File: src/twm_pkg.sv
/*
 timing and watchdog package: register offsets, field positions, reset values,
 mode encodings and the shared bus carrier.
 assumes byte-wide or word-wide registers reached on a plain strobe port.
*/
package twm_pkg;
   localparam int ADDR_W = 24;
   localparam logic [23:0] OFF_CFG    = 24'hffff20;
   localparam logic [23:0] OFF_PRESC  = 24'hffff22;
   localparam logic [23:0] OFF_PRESET = 24'hffff24;
   localparam logic [23:0] OFF_CSR    = 24'hffff26;
   localparam logic [23:0] OFF_WATCHDOG_COUNT  = 24'hffff28;
   localparam logic [23:0] OFF_KEY    = 24'hffff2a;
   // config fields
   localparam int CFG_LOCK_CFG   = 0;
   localparam int CFG_LOCK_PRESC = 1;
   localparam int CFG_LOCK_TMR   = 2;
   localparam int CFG_LOCK_WD    = 3;
   localparam int CFG_WD_CLKSEL  = 4;
   localparam int CFG_KEY_EN     = 5;
   localparam logic [7:0] CFG_MASK = 8'h3f;
   // control/status fields
   localparam int CSR_RESTART = 0;
   localparam int CSR_EXPIRED = 1;
   localparam int CSR_IRQ_EN  = 2;
   localparam int PRESC_W     = 3;
   localparam logic [2:0]  PRESC_MAX  = 3'h5;
   localparam logic [15:0] PRESET_RST = 16'hffff;
   localparam logic [7:0]  SERVICE_KEY = 8'h5c;
   typedef enum logic [1:0] {MODE_ACTIVE, MODE_SAVE, MODE_IDLE, MODE_HALT} pwr_mode_t;
   typedef struct packed {
      logic [23:0] addr;
      logic [15:0] wdata;
      logic        wr;
      logic        rd;
   } bus_req_t;
endpackage : twm_pkg

File: src/timing_watchdog.sv
/*
 timing and watchdog module: tick prescaler, reloading period timer and an
 8-bit watchdog with count or key servicing and set-only register locks.
 assumes sys_clk_in is the slow clock, the bus master is on the same clock and
 a power-mode controller on the same clock drives pwr_mode_in.
*/
// The address-and-strobe port is this design's own decision.
`timescale 1ns/1ps
`default_nettype none
module timing_watchdog (
   // clock and reset
   input  wire logic              sys_clk_in,
   input  wire logic              rst_in,
   // register port
   input  wire twm_pkg::bus_req_t bus_in,
   output logic [15:0]            rdata_out,
   // power mode
   input  wire twm_pkg::pwr_mode_t pwr_mode_in,
   // events
   output logic                   period_pulse_out,
   output logic                   timer_irq_line_out,
   output logic                   wd_reset_out
);
   logic [2:0]  presc_q;
   logic [4:0]  div_cnt_q;
   logic        tick;
   logic [15:0] preset_q;
   logic [15:0] tmr_q;
   logic        restart_q;
   logic        expired_q;
   logic        irq_en_q;
   logic        pulse_q;
   logic [5:0]  cfg_q;
   logic [7:0]  wd_count_q;
   logic [7:0]  wd_q;
   logic        wd_run_q;
   logic        svc_seen_q;
   logic        wd_err_q;
   logic        run;
   logic        active;
   logic        wr;
   logic        rd;
   logic        wd_clk;
   logic        svc;
   logic        bad_key;
   logic        wr_cfg;
   logic        wr_presc;
   logic        wr_preset;
   logic        wr_csr;
   logic        wr_watchdog_count;
   logic        wr_key;
   logic [4:0]  div_top;

   assign run    = (pwr_mode_in != twm_pkg::MODE_HALT);
   assign active = (pwr_mode_in == twm_pkg::MODE_ACTIVE);
   assign wr     = bus_in.wr && run;
   assign rd     = bus_in.rd && run;
   // locked registers drop writes; outside active mode only key writes pass, and none pass in halt
   assign wr_cfg    = wr && active && bus_in.addr == twm_pkg::OFF_CFG
                      && !cfg_q[twm_pkg::CFG_LOCK_CFG];
   assign wr_presc  = wr && active && bus_in.addr == twm_pkg::OFF_PRESC
                      && !cfg_q[twm_pkg::CFG_LOCK_PRESC];
   assign wr_preset = wr && active && bus_in.addr == twm_pkg::OFF_PRESET
                      && !cfg_q[twm_pkg::CFG_LOCK_TMR];
   assign wr_csr    = wr && active && bus_in.addr == twm_pkg::OFF_CSR
                      && !cfg_q[twm_pkg::CFG_LOCK_TMR];
   assign wr_watchdog_count  = wr && active && bus_in.addr == twm_pkg::OFF_WATCHDOG_COUNT
                      && !cfg_q[twm_pkg::CFG_LOCK_WD];
   assign wr_key    = wr && bus_in.addr == twm_pkg::OFF_KEY;

   // prescaler: divisor is 2^presc, reserved codes act as the largest divisor
   assign div_top = (presc_q > twm_pkg::PRESC_MAX) ?
                    5'h1f : 5'((6'h01 << presc_q) - 6'h01);
   always_ff @(posedge sys_clk_in) begin
      if (rst_in) begin
         div_cnt_q <= 5'h00;
      end else if (run) begin
         div_cnt_q <= (div_cnt_q >= div_top) ? 5'h00 : div_cnt_q + 5'h01;
      end
   end
   assign tick = run && (div_cnt_q >= div_top);

   always_ff @(posedge sys_clk_in) begin
      if (rst_in) begin
         presc_q <= 3'h0;
      end else if (wr_presc) begin
         presc_q <= bus_in.wdata[twm_pkg::PRESC_W-1:0];
      end
   end

   always_ff @(posedge sys_clk_in) begin
      if (rst_in) begin
         preset_q <= twm_pkg::PRESET_RST;
      end else if (wr_preset) begin
         preset_q <= bus_in.wdata;
      end
   end

   // period timer
   always_ff @(posedge sys_clk_in) begin
      if (rst_in) begin
         tmr_q <= twm_pkg::PRESET_RST;
      end else if (tick) begin
         if (restart_q || tmr_q == 16'h0000) begin
            tmr_q <= preset_q;
         end else begin
            tmr_q <= tmr_q - 16'h0001;
         end
      end
   end

   // pulse lasts one tick period: set at zero tick, cleared at the next tick
   always_ff @(posedge sys_clk_in) begin
      if (rst_in) begin
         pulse_q <= 1'b0;
      end else if (tick) begin
         pulse_q <= (tmr_q == 16'h0000) && !restart_q;
      end
   end
   assign period_pulse_out = pulse_q;

   // restart bit, hardware clear wins once the reload has happened
   always_ff @(posedge sys_clk_in) begin
      if (rst_in) begin
         restart_q <= 1'b0;
      end else if (tick && restart_q) begin
         restart_q <= 1'b0;
      end else if (wr_csr && bus_in.wdata[twm_pkg::CSR_RESTART]) begin
         restart_q <= 1'b1;
      end
   end

   // expired flag: set beats a write-zero in the same cycle
   always_ff @(posedge sys_clk_in) begin
      if (rst_in) begin
         expired_q <= 1'b0;
      end else if (tick && tmr_q == 16'h0000 && !restart_q) begin
         expired_q <= 1'b1;
      end else if (wr_csr) begin
         expired_q <= bus_in.wdata[twm_pkg::CSR_EXPIRED];
      end
   end

   always_ff @(posedge sys_clk_in) begin
      if (rst_in) begin
         irq_en_q <= 1'b0;
      end else if (wr_csr) begin
         irq_en_q <= bus_in.wdata[twm_pkg::CSR_IRQ_EN];
      end
   end
   assign timer_irq_line_out = pulse_q && irq_en_q;

   // config: lock bits only ever set; the rest follow writes
   always_ff @(posedge sys_clk_in) begin
      if (rst_in) begin
         cfg_q <= 6'h00;
      end else if (wr_cfg) begin
         cfg_q[3:0] <= cfg_q[3:0] | bus_in.wdata[3:0];
         cfg_q[twm_pkg::CFG_WD_CLKSEL] <= bus_in.wdata[twm_pkg::CFG_WD_CLKSEL];
         cfg_q[twm_pkg::CFG_KEY_EN]    <= bus_in.wdata[twm_pkg::CFG_KEY_EN];
      end
   end

   always_ff @(posedge sys_clk_in) begin
      if (rst_in) begin
         wd_count_q <= 8'h00;
      end else if (wr_watchdog_count) begin
         wd_count_q <= bus_in.wdata[7:0];
      end
   end

   // watchdog clock: each prescaler tick, or the zero-count tick that sets the period pulse
   assign wd_clk = cfg_q[twm_pkg::CFG_WD_CLKSEL] ? tick
                   : (tick && tmr_q == 16'h0000 && !restart_q);
   assign svc = (wr_watchdog_count && !cfg_q[twm_pkg::CFG_KEY_EN])
                || (wr_key && cfg_q[twm_pkg::CFG_KEY_EN]
                    && bus_in.wdata[7:0] == twm_pkg::SERVICE_KEY);
   assign bad_key = wr_key && cfg_q[twm_pkg::CFG_KEY_EN]
                    && bus_in.wdata[7:0] != twm_pkg::SERVICE_KEY;

   always_ff @(posedge sys_clk_in) begin
      if (rst_in) begin
         wd_run_q <= 1'b0;
      end else if (wr_watchdog_count || wr_key) begin
         wd_run_q <= 1'b1;
      end
   end

   always_ff @(posedge sys_clk_in) begin
      if (rst_in) begin
         wd_q <= 8'h00;
      end else if (!wd_run_q && wr_watchdog_count) begin
         wd_q <= bus_in.wdata[7:0];
      end else if (!wd_run_q && wr_key) begin
         wd_q <= wd_count_q;
      end else if (svc) begin
         wd_q <= wr_watchdog_count ? bus_in.wdata[7:0] : wd_count_q;
      end else if (wd_run_q && wd_clk && wd_q != 8'h00) begin
         wd_q <= wd_q - 8'h01;
      end
   end

   // a second service before the next watchdog clock is too frequent
   always_ff @(posedge sys_clk_in) begin
      if (rst_in) begin
         svc_seen_q <= 1'b0;
      end else if (svc && wd_run_q) begin
         svc_seen_q <= 1'b1;
      end else if (wd_clk) begin
         svc_seen_q <= 1'b0;
      end
   end

   always_ff @(posedge sys_clk_in) begin
      if (rst_in) begin
         wd_err_q <= 1'b0;
      end else if (wd_run_q && ((wd_clk && wd_q == 8'h00 && !svc)
                                || (svc && svc_seen_q) || bad_key)) begin
         wd_err_q <= 1'b1;
      end
   end
   assign wd_reset_out = wd_err_q;

   // read data; locked registers read zero
   always_ff @(posedge sys_clk_in) begin
      if (rst_in) begin
         rdata_out <= 16'h0000;
      end else if (rd && active) begin
         case (bus_in.addr)
            twm_pkg::OFF_CFG:    rdata_out <= cfg_q[twm_pkg::CFG_LOCK_CFG] ? 16'h0000
                                              : {10'h000, cfg_q};
            twm_pkg::OFF_PRESC:  rdata_out <= cfg_q[twm_pkg::CFG_LOCK_PRESC] ? 16'h0000
                                              : {13'h0000, presc_q};
            twm_pkg::OFF_PRESET: rdata_out <= cfg_q[twm_pkg::CFG_LOCK_TMR] ? 16'h0000
                                              : preset_q;
            twm_pkg::OFF_CSR:    rdata_out <= cfg_q[twm_pkg::CFG_LOCK_TMR] ? 16'h0000
                                              : {13'h0000, irq_en_q, expired_q, restart_q};
            twm_pkg::OFF_WATCHDOG_COUNT:  rdata_out <= cfg_q[twm_pkg::CFG_LOCK_WD] ? 16'h0000
                                              : {8'h00, wd_count_q};
            default:             rdata_out <= 16'h0000;
         endcase
      end else begin
         rdata_out <= 16'h0000;
      end
   end

   a_irq_gate: assert property (@(posedge sys_clk_in) disable iff (rst_in)
      timer_irq_line_out |-> (period_pulse_out && irq_en_q))
      else $error("timer irq without pulse and enable");
   a_pulse_sets_flag: assert property (@(posedge sys_clk_in) disable iff (rst_in)
      $rose(period_pulse_out) |-> expired_q)
      else $error("pulse did not set expired flag");
   a_reload_preset: assert property (@(posedge sys_clk_in) disable iff (rst_in)
      (tick && tmr_q == 16'h0000) |=> (tmr_q == $past(preset_q)))
      else $error("timer did not reload from preset");
   a_timer_step: assert property (@(posedge sys_clk_in) disable iff (rst_in)
      (tick && tmr_q != 16'h0000 && !restart_q) |=> (tmr_q == $past(tmr_q) - 16'h0001))
      else $error("timer did not decrement");
   a_restart_clears: assert property (@(posedge sys_clk_in) disable iff (rst_in)
      (tick && restart_q) |=> (!restart_q && tmr_q == $past(preset_q)))
      else $error("restart not taken");
   a_wd_idle: assert property (@(posedge sys_clk_in) disable iff (rst_in)
      !wd_run_q |-> (wd_q == 8'h00 && !wd_reset_out))
      else $error("watchdog active before start");
   a_wd_sticky: assert property (@(posedge sys_clk_in) disable iff (rst_in)
      wd_run_q |=> wd_run_q)
      else $error("watchdog stopped");
   a_lock_sticky: assert property (@(posedge sys_clk_in) disable iff (rst_in)
      $past(cfg_q[0]) |-> cfg_q[0])
      else $error("config lock cleared");
   a_bad_key_err: assert property (@(posedge sys_clk_in) disable iff (rst_in)
      (bad_key && wd_run_q) |=> wd_reset_out)
      else $error("wrong key gave no error");
   a_halt_freeze: assert property (@(posedge sys_clk_in) disable iff (rst_in)
      (pwr_mode_in == twm_pkg::MODE_HALT) |=> (tmr_q == $past(tmr_q) && wd_q == $past(wd_q)))
      else $error("counters moved in halt");
   // count servicing takes the written value, not the stored one
   a_count_reload: assert property (@(posedge sys_clk_in) disable iff (rst_in)
      (wr_watchdog_count && !cfg_q[twm_pkg::CFG_KEY_EN]) |=> (wd_q == $past(bus_in.wdata[7:0])))
      else $error("count write did not reload watchdog");
   // with key servicing off a running watchdog must not notice key writes
   a_key_ignored: assert property (@(posedge sys_clk_in) disable iff (rst_in)
      (wr_key && !cfg_q[twm_pkg::CFG_KEY_EN] && wd_run_q && !wd_clk)
      |=> (wd_q == $past(wd_q) && !wd_reset_out))
      else $error("key write acted with key service off");
   a_key_reload: assert property (@(posedge sys_clk_in) disable iff (rst_in)
      (wr_key && svc) |=> (wd_q == $past(wd_count_q)))
      else $error("key service did not reload stored count");
   // a locked prescaler must hold its value against any write
   a_lock_drops: assert property (@(posedge sys_clk_in) disable iff (rst_in)
      (bus_in.wr && bus_in.addr == twm_pkg::OFF_PRESC && cfg_q[twm_pkg::CFG_LOCK_PRESC])
      |=> (presc_q == $past(presc_q)))
      else $error("locked prescaler changed");
   a_inactive_drops: assert property (@(posedge sys_clk_in) disable iff (rst_in)
      (bus_in.wr && !active && bus_in.addr == twm_pkg::OFF_PRESET)
      |=> (preset_q == $past(preset_q)))
      else $error("preset written outside active mode");
   // legal presets are at least one, so the pulse drops at the following tick
   a_pulse_one_tick: assert property (@(posedge sys_clk_in) disable iff (rst_in)
      (pulse_q && tick && preset_q != 16'h0000) |=> !pulse_q)
      else $error("period pulse longer than one tick");
   // the error must hold until reset so the device reset cannot be missed
   a_err_sticky: assert property (@(posedge sys_clk_in) disable iff (rst_in)
      wd_reset_out |=> wd_reset_out)
      else $error("watchdog error dropped");
   a_cfg_reset: assert property (@(posedge sys_clk_in) disable iff (rst_in)
      $past(rst_in) |-> (cfg_q == 6'h00))
      else $error("config not cleared by reset");
endmodule : timing_watchdog
`default_nettype wire

File: config.mk
export PLATFORM = sky130hd
export DESIGN_NAME = timing_watchdog
export DESIGN_NICKNAME = d
export VERILOG_FILES = /design/src/twm_pkg.sv /design/src/timing_watchdog.sv
export SDC_FILE = /design/constraint.sdc
export NUM_CORES = 1
export LEC_CHECK = 0
export ABC_AREA = 0
export BUFFER_PORTS_ARGS = -buffer_cell sky130_fd_sc_hd__buf_2
export CAP_MARGIN = 20
export CORE_ASPECT_RATIO = 2
export CORE_MARGIN = 5
export CORE_UTILIZATION = 40
export CTS_CLUSTER_DIAMETER = 100
export DETAILED_ROUTE_END_ITERATION = 7
export GPL_TIMING_DRIVEN = 0
export PLACE_DENSITY = 0.65
export SLEW_MARGIN = 0
export SYNTH_ARGS = -nofsm -noshare
export SYNTH_HDL_FRONTEND = slang
export SYNTH_SLANG_ARGS = --single-unit
File: constraint.sdc
create_clock -name sys_clk_in -period 3.3 [get_ports sys_clk_in]
set_input_delay 0.33 -clock sys_clk_in [delete_from_list [all_inputs] [get_ports sys_clk_in]]
set_output_delay 0.33 -clock sys_clk_in [all_outputs]
set_load 0.03 [all_outputs]
==> metrics.txt <==
FP Rows between 50 and 60; CP Cell Sequence or3_1 > ha_1 > nor2b_1 > a21oi_1 > o22ai_1 > ha_1 > a21o_1 > a31oi_4 > o21ai_4 > nand4_1 > and3_2 > a211oi_2 > nor3_1; first-pass GRT wire length approximately 22 mm; antenna cells 0; Slew HR 0.4183; ys async rst share 0; crit path max-delay cell type or3_1; Area Overhead vs Synth 19.39%; Worst path max stage delay approximately 390 ps; largest net degree at the start of global routing 17; Startpoint Class flop; CP dominant cell by count ha_1; nets 654; RSZ-0062 raised after global routing no; Post-synth EDFFs 0; Clock Tree Root clkbuf_16; max cap viols 0; GR Overflow Total 0; clock sink count between 80 and 90; Worst EP arrival around 3300 ps; Max clock buf depth 2; initial antenna violation count 0; initial drt markers 268; total CTS buffers 9; clock latency on the worst-skew pair approximately 350 ps; hold slack 195.4 ps; final wirelength roughly 14 mm; GRT Overall Usage 0.2102; Setup Skew between 8 and 9 ps; CP top delay family simple AND/OR/NAND/NOR gates; per-cell routed wire length 18.51 um; Starting Density 0.4100; Die Span X about 84 um; syn nets about 580; Power Density between 400 and 500 nW/um2; worst vdd ir ~0.00032 V; HP Class primary input to flop; Data required, critical path around 3500 ps; die area 13110 um2; Final period util 0.9490; critical path type flop to flop; library cells used by synthesis 63; Placed Cells between 700 and 800; routability cong. approximately 0.96; FILL cells a little over 1000; Pins Over Slew Limit 0; Least-Margin Pin Slew roughly 860 ps; IO Port Bufs 63; # IOs 65; Pre-antenna DRT Iters 5; Gate Count Post-Synth around 530; layout cell share with drive strength beyond 1 0.1758; crit path time final 3132 ps; WP buf/inv 0; CTS tree built; clk slew on worst S/H paths around 70 ps; Peak Freq roughly 320 MHz; vias per cell just under 6; register area share after synthesis 0.3936; vias in the first global route 4493; Reg area 1703 um2; detailed-route DRC error count 0; final hold vios 0; Die H roughly 160 um; ANT nets after route 0; Pleak 0.001915 uW; final setup fails 0; prevailing post-synth register cell dfxtp_1; crit-path max FO 7; type of element capturing the critical path flop; multi-input logic area 2507 um2; status finished clean; DR vias ~4400; synth warn 0; H-tree Lvls 3; post-DP HPWL 10.67 mm; core region area around 11000 um2; FF+latch count, synth between 80 and 90; Non-Filler Instances 740; Mapped Area 4323 um2; syn_area_per_cell about 8.2 um2
## kinds of logic after synthesis
group,count (synthesis),share of synthesized area
AO/OA/AOI/OAI,128,0.1916
XOR/XNOR,10,0.02026
adder cells (fa/ha/maj),10,0.02894
AND/OR/NAND/NOR,230,0.2735
buffers and inverters,39,0.03849
flip-flops,85,0.3936
multiplexers,23,0.05355
## per-layer routing
metal  track usage  wire (um)  up-vias
met5             0          0        -
met4        0.1626        966        0
met3       0.03719        690       60
met2        0.4070       7395      179
met1        0.1888       4648     2088
li1              -          -     2080
## registers in the layout, summed over array words and instances (netlist names)
name	flops
div_cnt_q	5
restart_q	1
period_pulse_out	1
wd_reset_out	1
preset_q	16
wd_run_q	1
wd_count_q	8
cfg_q	6
irq_en_q	1
wd_q	8
svc_seen_q	1
rdata_out	16
tmr_q	16
presc_q	3
expired_q	1
## where the power goes
part           internal (uW)  total [uW]  switching [uW]  leakage, uW
Sequential              1030        1030            3.79     0.000687
Combinational           42.8         121            77.9      0.00109
Clock                    542         990             448     0.000138
## through the flow
step	total power, uW	worst slack (ps)	area [um2]	utilization	setup TNS, ps
6_report	2144	168.3	5161	0.4895	0
5_1_grt	2207	3.225	5161	0.4895	0
4_1_cts	2152	5.164	5130	0.4865	0
3_5_place_dp	1170	-491.6	4810	0.4562	-7306
3_3_place_gp	1169	-413.2	4810	0.4562	-5091
2_1_floorplan	1105	323.7	4323	-	0
## area by class of cell
type,instances,area share
multi-input combinational,401,0.4858
timing repair buffer,64,0.06255
sequential,85,0.3299
clock buffer,10,0.04630
tap,137,0.03321
inverter,10,0.007273
clock inverter,6,0.01018
buffer,27,0.02473
## cell usage in the layout, fill, tap and decap left out, drive strengths merged, types with 3 or more instances in the layout
master	Yosys	final
nand2	70	70
inv	9	12
nand4	12	12
a21oi	28	28
a211oi	3	3
xnor2	5	5
o21ai	27	27
mux2i	22	22
nor4	9	9
and2	15	15
nor4b	5	5
dfxtp	85	85
a41oi	4	4
o22a	3	3
o22ai	11	11
ha	10	10
buf	6	70
o211ai	4	4
a221o	3	3
nor2	50	50
a222oi	4	4
xor2	5	5
clkbuf	23	31
or3	5	5
and3	3	3
nor3	18	18
nor2b	8	8
a22oi	7	7
a31oi	19	19
nand3	17	17
## final timing paths
path | start | cells after the start | slack (ps) | endpoint
worst max-delay path | presc_q[0] | 13 | 170 | wd_q[4]
worst min-delay path | bus_in[10] | 3 | 200 | preset_q[8]
worst max register to register | presc_q[0] | 13 | 170 | wd_q[4]
worst min register to register | period_pulse_out | 2 | 470 | period_pulse_out
## tightest hold or removal path, delay by kind of cell
| kind | cells | cell delay, ps |
|---|---|---|
| mux | 1 | 50 |
| simple gates | 1 | 60 |
| buf+inv | 1 | 70 |
## what timing repair did
action	in CTS	in global routing
resized for setup	7	11
buffers inserted	1	0
hold buffers	0	0
setup endpoints to repair	33	23
gates cloned	0	0
pin swaps	1	1
## Yosys cell counts (all sizes together) (2+ instances only)
cell    count  area, um2
a41o        2      20.02
a221o       3      30.03
xor2        5      43.79
nand2      70      262.8
o211ai      4      30.03
or4         2      15.01
or2         2      12.51
dfxtp      85       1702
nor3       18      90.09
clkbuf     23      86.33
nand4      12      75.07
nor2b       8      50.05
a222oi      4      40.04
and3        3      20.02
a41oi       4      35.03
xnor2       5      43.79
ha         10      125.1
nor4b       5      43.79
nand3      17      90.09
buf         6      42.53
a21oi      28      140.1
o21ai      27      135.1
o41ai       2      17.52
nand2b      2      12.51
a21o        2      15.01
o22ai      11      68.82
o21a        2      15.01
a211oi      3      22.52
a22oi       7      52.55
nand4b      2      17.52
inv         9      33.78
nor3b       2      15.01
nor2       50      187.7
and2       15      93.84
mux2i      22      220.2
o221ai      2      17.52
a31oi      19      118.9
nor4        9      90.09
o22a        3      26.28
or3         5      31.28
Note: power is estimated with default switching activity, not from simulation.
